--- src/verilog/pd_timing_pkg.sv ---
// timing constants, command codes and states for the power-down and
// command bus training sequencer; assumes a 20 MHz controller clock.
`default_nettype none
package pd_timing_pkg;
	localparam int TCK_PS = 50000;
	localparam int CNT_W = 8;
	localparam int CA_W = 6;
	typedef logic [CNT_W-1:0] cnt_t;
	typedef logic [CA_W-1:0] ca_t;

	// printed limits, in picoseconds, some with a cycle floor
	localparam int T_CKELCS_PS = 5000;
	localparam int N_CKELCS = 5;
	localparam int T_CKCKEH_PS = 1750;
	localparam int N_CKCKEH = 3;
	localparam int T_XP_PS = 7500;
	localparam int N_XP = 5;
	localparam int T_CSCKEH_PS = 1750;
	localparam int T_CKEHCS_PS = 7500;
	localparam int N_CKEHCS = 5;
	localparam int T_MRWCKEL_PS = 14000;
	localparam int N_MRWCKEL = 10;
	localparam int T_ZQCKE_PS = 1750;
	localparam int N_ZQCKE = 3;
	// row-to-column delay is not given here; plain default
	localparam int T_RCD_PS = 18000;
	localparam int N_MRRI_EXTRA = 3;
	localparam int N_MRR = 8;
	localparam int T_MRW_PS = 10000;
	localparam int N_MRW = 10;
	localparam int T_MRD_PS = 14000;
	localparam int N_MRD = 10;
	localparam int T_ADR_PS = 20000;
	localparam int T_DQSCKE_PS = 10000;
	localparam int T_CAENT_PS = 250000;
	localparam int T_VREF_LONG_PS = 250000;
	localparam int T_VREF_SHORT_PS = 80000;
	localparam int N_CKPRECS_EXTRA = 2;
	localparam int T_CKELCK_PS = 5000;
	localparam int N_CKELCK = 5;
	localparam int T_CKPSTCS_PS = 7500;
	localparam int N_CKPSTCS = 5;

	function automatic int imax(input int a, input int b);
		return (a > b) ? a : b;
	endfunction

	// round a time up to whole cycles, never below one, then apply floor
	function automatic int cyc(input int ps, input int nck);
		int c;
		c = (ps + TCK_PS - 1) / TCK_PS;
		if (c < 1) begin
			c = 1;
		end
		return imax(c, nck);
	endfunction

	localparam cnt_t CYC_CKELCS = cnt_t'(cyc(T_CKELCS_PS, N_CKELCS));
	localparam cnt_t CYC_CKCKEH = cnt_t'(imax(cyc(T_CKCKEH_PS, N_CKCKEH),
		cyc(T_CSCKEH_PS, 1)));
	localparam int XP_I = cyc(T_XP_PS, N_XP);
	localparam cnt_t CYC_PDX = cnt_t'(imax(XP_I,
		cyc(T_CKEHCS_PS, N_CKEHCS)));
	localparam cnt_t CYC_MRWCKEL = cnt_t'(cyc(T_MRWCKEL_PS, N_MRWCKEL));
	localparam cnt_t CYC_ZQCKE = cnt_t'(cyc(T_ZQCKE_PS, N_ZQCKE));
	localparam cnt_t CYC_MRRI = cnt_t'(cyc(T_RCD_PS, 1) + N_MRRI_EXTRA);
	localparam cnt_t CYC_MRR = cnt_t'(N_MRR);
	localparam cnt_t CYC_MRW = cnt_t'(imax(cyc(T_MRW_PS, N_MRW),
		cyc(T_MRD_PS, N_MRD)));
	localparam cnt_t CYC_CMD = cnt_t'(1);
	localparam cnt_t CYC_CACD = cnt_t'(imax(cyc(T_ADR_PS, 1),
		cyc(T_CKPSTCS_PS, N_CKPSTCS)));
	localparam cnt_t CYC_DQSCKE = cnt_t'(cyc(T_DQSCKE_PS, 1));
	localparam cnt_t CYC_CBT_ENTRY = cnt_t'(imax(imax(
		cyc(T_CAENT_PS, 1), cyc(T_CKELCK_PS, N_CKELCK)),
		N_CKPRECS_EXTRA + XP_I));
	localparam cnt_t CYC_VREF_LONG = cnt_t'(imax(cyc(T_VREF_LONG_PS, 1),
		cyc(T_CKPSTCS_PS, N_CKPSTCS)));
	localparam cnt_t CYC_VREF_SHORT = cnt_t'(imax(cyc(T_VREF_SHORT_PS, 1),
		cyc(T_CKPSTCS_PS, N_CKPSTCS)));

	typedef enum logic [3:0] {
		OP_CMD,
		OP_MRR,
		OP_MRW,
		OP_ZQ_START,
		OP_PD_ENTER,
		OP_PD_EXIT,
		OP_CBT_ENTER,
		OP_CBT_CMD,
		OP_VREF_SHORT,
		OP_VREF_LONG,
		OP_CBT_EXIT
	} op_t;

	typedef enum logic [3:0] {
		ST_IDLE,
		ST_GAP,
		ST_PDE_HOLD,
		ST_PD,
		ST_PDX_CLK,
		ST_PDX_HOLD,
		ST_CBT_STROBE,
		ST_CBT_ENTRY,
		ST_CBT,
		ST_CBT_GAP
	} state_t;
endpackage
`default_nettype wire

--- src/verilog/wait_if.sv ---
// load and done signals between the sequencer and its wait counter;
// both ends sit on the same clock.
`default_nettype none
interface wait_if;
	import pd_timing_pkg::*;
	logic load;
	cnt_t count;
	logic done;
	modport ctl (output load, output count, input done);
	modport tmr (input load, input count, output done);
endinterface
`default_nettype wire

--- src/verilog/wait_timer.sv ---
// down counter for the sequencer's waits; done is high once count
// cycles have passed since the load, and stays high until the next load.
`default_nettype none
module wait_timer (
	input wire logic ref_clk_in,
	input wire logic rst_n_in,
	wait_if.tmr w
);
	import pd_timing_pkg::*;
	cnt_t cnt_reg;
	wire cnt_zero = (cnt_reg == '0);

	always_ff @(posedge ref_clk_in or negedge rst_n_in) begin
		if (!rst_n_in) begin
			cnt_reg <= '0;
		end else if (w.load) begin
			cnt_reg <= w.count - cnt_t'(1);
		end else if (!cnt_zero) begin
			cnt_reg <= cnt_reg - cnt_t'(1);
		end
	end

	// done ignores load on purpose: the sequencer loads on done, so a
	// load term here would close a combinational loop through the fsm
	assign w.done = cnt_zero;
endmodule
`default_nettype wire

--- src/verilog/pd_sequencer.sv ---
// controller-side sequencer for power-down, mode register access and
// command bus training; drives cke, cs, ca, clock enable and strobe enable.
// assumes the user port runs on ref_clk_in; the pins go to the memory.
// Behaviour
// - after cke low keep cs valid max(5 ns, 5 cycles)
// - run clock max(1.75 ns, 3 cycles) before raising cke on exit
// - after power-down exit wait max(7.5 ns, 5 cycles) before command
// - hold cs valid at least 1.75 ns before raising cke
// - after raising cke keep cs valid max(7.5 ns, 5 cycles)
// - cke low after mode write: clock and cs valid max(14 ns, 10)
// - cke low after calibration start: clock and cs valid max(1.75 ns, 3)
// - after exit delay, wait row-to-column delay plus 3 before mode read
// - mode read to next command at least 8 cycles
// - mode write to next command max(10 ns, 10 cycles)
// - after mode set wait max(14 ns, 10 cycles) before dependent command
// - training commands spaced by 20 ns read time rounded up to cycles
// - strobe valid 10 ns before cke low for training entry
// - first training command no sooner than 250 ns after cke low
// - multi-step reference change settles up to 250 ns before use
// - single-step reference change settles up to 80 ns before use
// - clock valid 2 cycles plus exit time before cs high in training
// - clock runs max(5 ns, 5 cycles) after cke low on training entry
// - clock valid max(7.5 ns, 5 cycles) after cs high in training
`default_nettype none
module pd_sequencer (
	input wire logic ref_clk_in,
	input wire logic rst_n_in,
	input wire logic cmd_valid_in,
	input wire pd_timing_pkg::op_t cmd_op_in,
	input wire pd_timing_pkg::ca_t cmd_ca_in,
	output logic cmd_ready_out,
	output logic cke_out,
	output logic cs_out,
	output pd_timing_pkg::ca_t ca_out,
	output logic ck_en_out,
	output logic strobe_oe_out,
	output logic pd_active_out,
	output logic cbt_active_out
);
	import pd_timing_pkg::*;

	state_t state_reg;
	state_t state_next;
	logic cke_reg;
	logic cke_next;
	logic cs_reg;
	logic cs_next;
	ca_t ca_reg;
	ca_t ca_next;
	logic ck_en_reg;
	logic ck_en_next;
	logic strobe_oe_reg;
	logic strobe_oe_next;
	op_t last_reg;
	op_t last_next;
	cnt_t mrri_reg;
	logic mrri_arm;
	logic tmr_load;
	cnt_t tmr_count;

	wait_if w ();

	wait_timer u_wait (
		.ref_clk_in(ref_clk_in),
		.rst_n_in(rst_n_in),
		.w(w)
	);

	assign w.load = tmr_load;
	assign w.count = tmr_count;

	// decode of the request against the current state
	wire in_idle = (state_reg == ST_IDLE);
	wire in_pd = (state_reg == ST_PD);
	wire in_cbt = (state_reg == ST_CBT);
	wire mrri_busy = (mrri_reg != '0);
	wire op_mrr = (cmd_op_in == OP_MRR);
	wire mrr_blocked = op_mrr && mrri_busy;
	wire take = cmd_valid_in && cmd_ready_out;

	// gap after an ordinary command, chosen per command kind
	wire cnt_t cmd_gap = op_mrr ? CYC_MRR :
		(cmd_op_in == OP_MRW) ? CYC_MRW :
		CYC_CMD;

	// clock and cs hold after cke low depends on the last command
	wire cnt_t pde_hold = (last_reg == OP_MRW) ? CYC_MRWCKEL :
		(last_reg == OP_ZQ_START) ? CYC_ZQCKE :
		CYC_CKELCS;

	// training step gap: read time or settling of the reference level
	wire cnt_t cbt_gap = (cmd_op_in == OP_VREF_LONG) ?
		CYC_VREF_LONG :
		(cmd_op_in == OP_VREF_SHORT) ? CYC_VREF_SHORT :
		CYC_CACD;

	// ready is combinational so a request is taken in the cycle it shows;
	// only a mode read is held back while the post-exit wait still runs
	assign cmd_ready_out = (in_idle && !mrr_blocked) || in_pd || in_cbt;

	always_comb begin
		state_next = state_reg;
		cke_next = cke_reg;
		cs_next = 1'b0;
		ca_next = ca_reg;
		ck_en_next = ck_en_reg;
		strobe_oe_next = strobe_oe_reg;
		last_next = last_reg;
		mrri_arm = 1'b0;
		tmr_load = 1'b0;
		tmr_count = '0;
		case (state_reg)
			ST_IDLE: begin
				if (take) begin
					case (cmd_op_in)
						OP_PD_ENTER: begin
							cke_next = 1'b0;
							tmr_load = 1'b1;
							tmr_count = pde_hold;
							state_next = ST_PDE_HOLD;
						end
						OP_CBT_ENTER: begin
							strobe_oe_next = 1'b1;
							tmr_load = 1'b1;
							tmr_count = CYC_DQSCKE;
							state_next = ST_CBT_STROBE;
						end
						OP_CMD, OP_MRR, OP_MRW, OP_ZQ_START: begin
							cs_next = 1'b1;
							ca_next = cmd_ca_in;
							last_next = cmd_op_in;
							tmr_load = 1'b1;
							tmr_count = cmd_gap;
							state_next = ST_GAP;
						end
						default: begin
							state_next = ST_IDLE;
						end
					endcase
				end
			end
			ST_GAP: begin
				if (w.done) begin
					state_next = ST_IDLE;
				end
			end
			ST_PDE_HOLD: begin
				// clock and cs stay valid until the hold has run out
				if (w.done) begin
					ck_en_next = 1'b0;
					state_next = ST_PD;
				end
			end
			ST_PD: begin
				if (take && cmd_op_in == OP_PD_EXIT) begin
					ck_en_next = 1'b1;
					tmr_load = 1'b1;
					tmr_count = CYC_CKCKEH;
					state_next = ST_PDX_CLK;
				end
			end
			ST_PDX_CLK: begin
				if (w.done) begin
					cke_next = 1'b1;
					tmr_load = 1'b1;
					tmr_count = CYC_PDX;
					state_next = ST_PDX_HOLD;
				end
			end
			ST_PDX_HOLD: begin
				if (w.done) begin
					mrri_arm = 1'b1;
					last_next = OP_CMD;
					state_next = ST_IDLE;
				end
			end
			ST_CBT_STROBE: begin
				if (w.done) begin
					cke_next = 1'b0;
					tmr_load = 1'b1;
					// clock keeps running through entry and all of training
					tmr_count = CYC_CBT_ENTRY;
					state_next = ST_CBT_ENTRY;
				end
			end
			ST_CBT_ENTRY: begin
				if (w.done) begin
					state_next = ST_CBT;
				end
			end
			ST_CBT: begin
				if (take) begin
					case (cmd_op_in)
						OP_CBT_CMD, OP_VREF_SHORT, OP_VREF_LONG: begin
							cs_next = 1'b1;
							ca_next = cmd_ca_in;
							tmr_load = 1'b1;
							tmr_count = cbt_gap;
							state_next = ST_CBT_GAP;
						end
						OP_CBT_EXIT: begin
							cke_next = 1'b1;
							strobe_oe_next = 1'b0;
							tmr_load = 1'b1;
							tmr_count = CYC_PDX;
							state_next = ST_PDX_HOLD;
						end
						default: begin
							state_next = ST_CBT;
						end
					endcase
				end
			end
			ST_CBT_GAP: begin
				if (w.done) begin
					state_next = ST_CBT;
				end
			end
			default: begin
				state_next = ST_IDLE;
			end
		endcase
	end

	// one short register per signal, state and last command included, keeps each reset value in sight
	always_ff @(posedge ref_clk_in or negedge rst_n_in) begin
		if (!rst_n_in) begin
			state_reg <= ST_IDLE;
		end else begin
			state_reg <= state_next;
		end
	end

	// cke and the clock come up high, so leaving reset never looks like
	// a power-down entry to the memory
	always_ff @(posedge ref_clk_in or negedge rst_n_in) begin
		if (!rst_n_in) begin
			cke_reg <= 1'b1;
		end else begin
			cke_reg <= cke_next;
		end
	end

	always_ff @(posedge ref_clk_in or negedge rst_n_in) begin
		if (!rst_n_in) begin
			cs_reg <= 1'b0;
		end else begin
			cs_reg <= cs_next;
		end
	end

	always_ff @(posedge ref_clk_in or negedge rst_n_in) begin
		if (!rst_n_in) begin
			ca_reg <= '0;
		end else begin
			ca_reg <= ca_next;
		end
	end

	always_ff @(posedge ref_clk_in or negedge rst_n_in) begin
		if (!rst_n_in) begin
			ck_en_reg <= 1'b1;
		end else begin
			ck_en_reg <= ck_en_next;
		end
	end

	always_ff @(posedge ref_clk_in or negedge rst_n_in) begin
		if (!rst_n_in) begin
			strobe_oe_reg <= 1'b0;
		end else begin
			strobe_oe_reg <= strobe_oe_next;
		end
	end

	always_ff @(posedge ref_clk_in or negedge rst_n_in) begin
		if (!rst_n_in) begin
			last_reg <= OP_CMD;
		end else begin
			last_reg <= last_next;
		end
	end

	// extra wait before a mode read once the exit delay is over; other
	// commands may go meanwhile, so it runs beside the main timer
	always_ff @(posedge ref_clk_in or negedge rst_n_in) begin
		if (!rst_n_in) begin
			mrri_reg <= '0;
		end else if (mrri_arm) begin
			mrri_reg <= CYC_MRRI;
		end else if (mrri_busy) begin
			mrri_reg <= mrri_reg - cnt_t'(1);
		end
	end

	assign cke_out = cke_reg;
	assign cs_out = cs_reg;
	assign ca_out = ca_reg;
	assign ck_en_out = ck_en_reg;
	assign strobe_oe_out = strobe_oe_reg;
	assign pd_active_out = in_pd;
	assign cbt_active_out = in_cbt;
endmodule
`default_nettype wire

--- config.mk ---
export PLATFORM = sky130hd
export DESIGN_NAME = pd_sequencer
export DESIGN_NICKNAME = d
export VERILOG_FILES = /design/src/verilog/pd_timing_pkg.sv /design/src/verilog/wait_if.sv /design/src/verilog/wait_timer.sv /design/src/verilog/pd_sequencer.sv
export SDC_FILE = /design/constraint.sdc
export NUM_CORES = 1
export LEC_CHECK = 0
export ABC_AREA = 0
export BUFFER_PORTS_ARGS = -buffer_cell sky130_fd_sc_hd__buf_2
export CORE_MARGIN = 3
export CORE_UTILIZATION = 53
export CTS_BUF_LIST = sky130_fd_sc_hd__clkbuf_16
export CTS_CLUSTER_DIAMETER = 150
export CTS_CLUSTER_SIZE = 12
export DETAILED_ROUTE_END_ITERATION = 16
export GPL_TIMING_DRIVEN = 0
export HOLD_SLACK_MARGIN = 0.02
export PLACE_DENSITY_LB_ADDON = 0.15
export SLEW_MARGIN = 10
export SYNTH_ARGS = -nofsm -noshare
export SYNTH_HDL_FRONTEND = slang
export SYNTH_HIERARCHICAL = 1
export SYNTH_SLANG_ARGS = --single-unit
--- constraint.sdc ---
create_clock -name ref_clk_in -period 3.6 [get_ports ref_clk_in]
set_clock_uncertainty 0.2 [all_clocks]
set_input_delay 0.36 -clock ref_clk_in [delete_from_list [all_inputs] [get_ports ref_clk_in]]
set_output_delay 0.36 -clock ref_clk_in [all_outputs]
set_load 0.01 [all_outputs]
==> impl_metrics.ini <==
[status]
status = complete, no violations

[timing]
fin_tns_setup_ns = 0
setup_viol = 0
min_period_over_period_pct = 95.2
fmax_mhz = 292
rsz0062_at_grt = no
max_slew.worst_pin.slew_ns = 0.862
period_needed_ns = 3.43
drv_slew = 0
hold_violations = 0
relSlewSlack_pct = 41.8

[drt]
drtPass1Iterations = 4
drt-total-wl_um = 5410
num_vias = 2107
ant_nets = 0
drc = 0
first_iter_violations = 151
routedWlPerCell_um = 15.2
vias_per_cell = 5.94

[job]
maxCapViolCount = 0

[worst_setup_path]
cp-start-kind = register
startpoint = state_reg[2]$_DFFE_PN0P_
rr_worst_depth = 12
path_class = register to register
reg2reg_from = state_reg[2]$_DFFE_PN0P_
required_ns = 3.55
critPathMaxFanout = 10
arrival_ns = 3.38
cp-end-kind = register

[global_route]
grt_pass1_vias = 1953
grt_max_degree = 35
grt.total_usage_pct = 22.0
grt_pass1_wl_um = 9040
grt_overflow_total = 0
antenna_found_initial = 0

[power_and_ir_drop]
total_power_uw = 2130
power_frac_seq_pct = 33.8
power_frac_clock_pct = 19.0
internal_power_uw = 1290
p_sw_uw = 845
swShare_pct = 39.6
power.leakage_uw = 0.00118
peakVddDrop_v = 0.000306
combPwrFrac_pct = 47.2
power_density_nw_per_um2 = 770

[clocking]
cts.clk_slew.worst_paths_ns = 0.05
clockRootBuffer = clkbuf_16
numCtsBuffers = 5
htree_num_levels = 2
clk_latency_ns = 0.28
cts.sinks = 34
cts_tree = built
cts_buffer_depth = 2

[placement]
hpwl_um = 3760
numPortBuffers = 24
placedCellCount = 342
gp_congestion = 0.944

[worst_hold_path]
min_from = cmd_ca_in[4]
min_path_cells = 2
hold_class = input pin to register

[cells_and_area]
final_layout_size_suffix_gt1_share_pct = 21.6
fin_cells = 355
fin_nets = 319
num_antenna_cells = 0
final_util_pct = 67.3
area_growth_pct = 19.2

[synth]
ys_types = 63
ys.flop_type = dfrtp_1
synth_top_cell_area_share_pct = 34.5
synthArstFlopShare_pct = 100
ys_ff_latch = 34
synth_commonest_cells = dfrtp_1, a21oi_1, nand2_1
yosysTopAreaCell = dfrtp_1
synth_most_common_cell = dfrtp_1
synth.avg_cell_area_um2 = 8.93
synth_area_leaders = dfrtp_1, a21oi_1, mux2_4
syn_inst = 260
ys_seq_area_share_pct = 36.7
yosysWarningCount = 6
synth-edff-count = 0
synth.cell_area_um2 = 2320

[die]
initial_core_util_pct = 56.4
die_h_um = 72.2
fp.dieW_um = 72.2
die_area_um2 = 5210
core_um2 = 4120
ios = 26
rows = 23
## layout by cell type (no fill, tap or decap), types with 6 or more instances in the layout
master / synthesis / routed
a21oi_1: 21 / 21
buf_2: 3 / 26
or3_1: 7 / 7
dfrtp_1: 32 / 31
nor3_1: 12 / 11
conb_1: 1 / 9
o21ai_0: 11 / 10
clkbuf_1: 9 / 8
xnor2_1: 6 / 6
mux2_4: 6 / 6
xor2_1: 6 / 6
nor2_1: 19 / 19
buf_4: 0 / 6
nand2_1: 21 / 20
nand3_1: 9 / 9
## power by group through the flow
stage,Sequential (uW),Clock (uW),Combinational [uW]
2_1_floorplan,695,0,685
3_3_place_gp,697,0,899
3_5_place_dp,705,0,912
4_1_cts,714,414,968
5_1_grt,744,436,1110
6_report,720,406,1000
## stage by stage
stage	hold slack, ns	cell area, um^2	setup slack, ns
global route	0.119	2770	0.00510
floorplan	-0.136	2350	0.0104
detailed placement	0.274	2530	-0.522
global placement	0.270	2530	-0.519
finish	0.119	2770	0.173
CTS	0.116	2740	0.0262
## critical path: stages, from the launching register on
cell and delay [ns]:
dfrtp_2 0.46, or4_1 0.52, buf_2 0.20, o22ai_4 0.20, nand2_2 0.10, o21ai_1 0.16, buf_4 0.16, buf_4 0.18
mux2i_2 0.25, ha_2 0.23, o221ai_1 0.15, a21boi_0 0.16, or3_1 0.32
## routing by layer
metal  track usage, %  wire, um  vias up
li1                 -         -     1038
met1             29.6      2520      984
met2             34.7      2450       77
met3             5.40       376        8
met4             7.31        70        0
met5                0         0        -
## cell families (layout without fill, tap and decap cells)
| family | Yosys count | in the layout | share of synthesized area [%] |
|---|---|---|---|
| other | 1 | 9 | 0.161 |
| multiplexers | 13 | 13 | 6.95 |
| AND/OR/NAND/NOR | 117 | 117 | 29.8 |
| AO/OA/AOI/OAI | 62 | 62 | 17.2 |
| flip-flops | 34 | 34 | 36.7 |
| buffers and inverters | 19 | 56 | 3.56 |
| XOR/XNOR | 12 | 12 | 4.53 |
| adder cells (fa/ha/maj) | 2 | 2 | 1.08 |
## path summary, 6_finish.rpt
check / endpoint / slack [ns]
worst min register to register: ck_en_out$_DFFE_PN1P_ / 0.28
worst max-delay path: u_wait/cnt_reg[6]$_DFFE_PN0P_ / 0.17
worst max register to register: u_wait/cnt_reg[6]$_DFFE_PN0P_ / 0.17
min in group asynchronous: mrri_reg[1]$_DFFE_PN0P_ / 0.49
worst min-delay path: ca_out[4]$_DFFE_PN0P_ / 0.12
max in group asynchronous: state_reg[2]$_DFFE_PN0P_ / 2.19
## final cells by class
class                   instances  area [um^2]
fillers                       344         1350
multi-input cells             215         1460
clock inverters                 3         16.3
well taps                      50         62.6
repair buffers                 29          160
flip-flops and latches         34          855
clock buffers                   5          125
inverters                       5         18.8
plain buffers                  14         70.1
## repair_timing
action,CTS,global route
endpoints found under the hold margin,32,0
pin swaps,2,1
buffers inserted,3,1
endpoints found under the setup margin,3,2
hold buffers,1,0
resized for setup,6,9
Power figures use the tool's default switching activity.
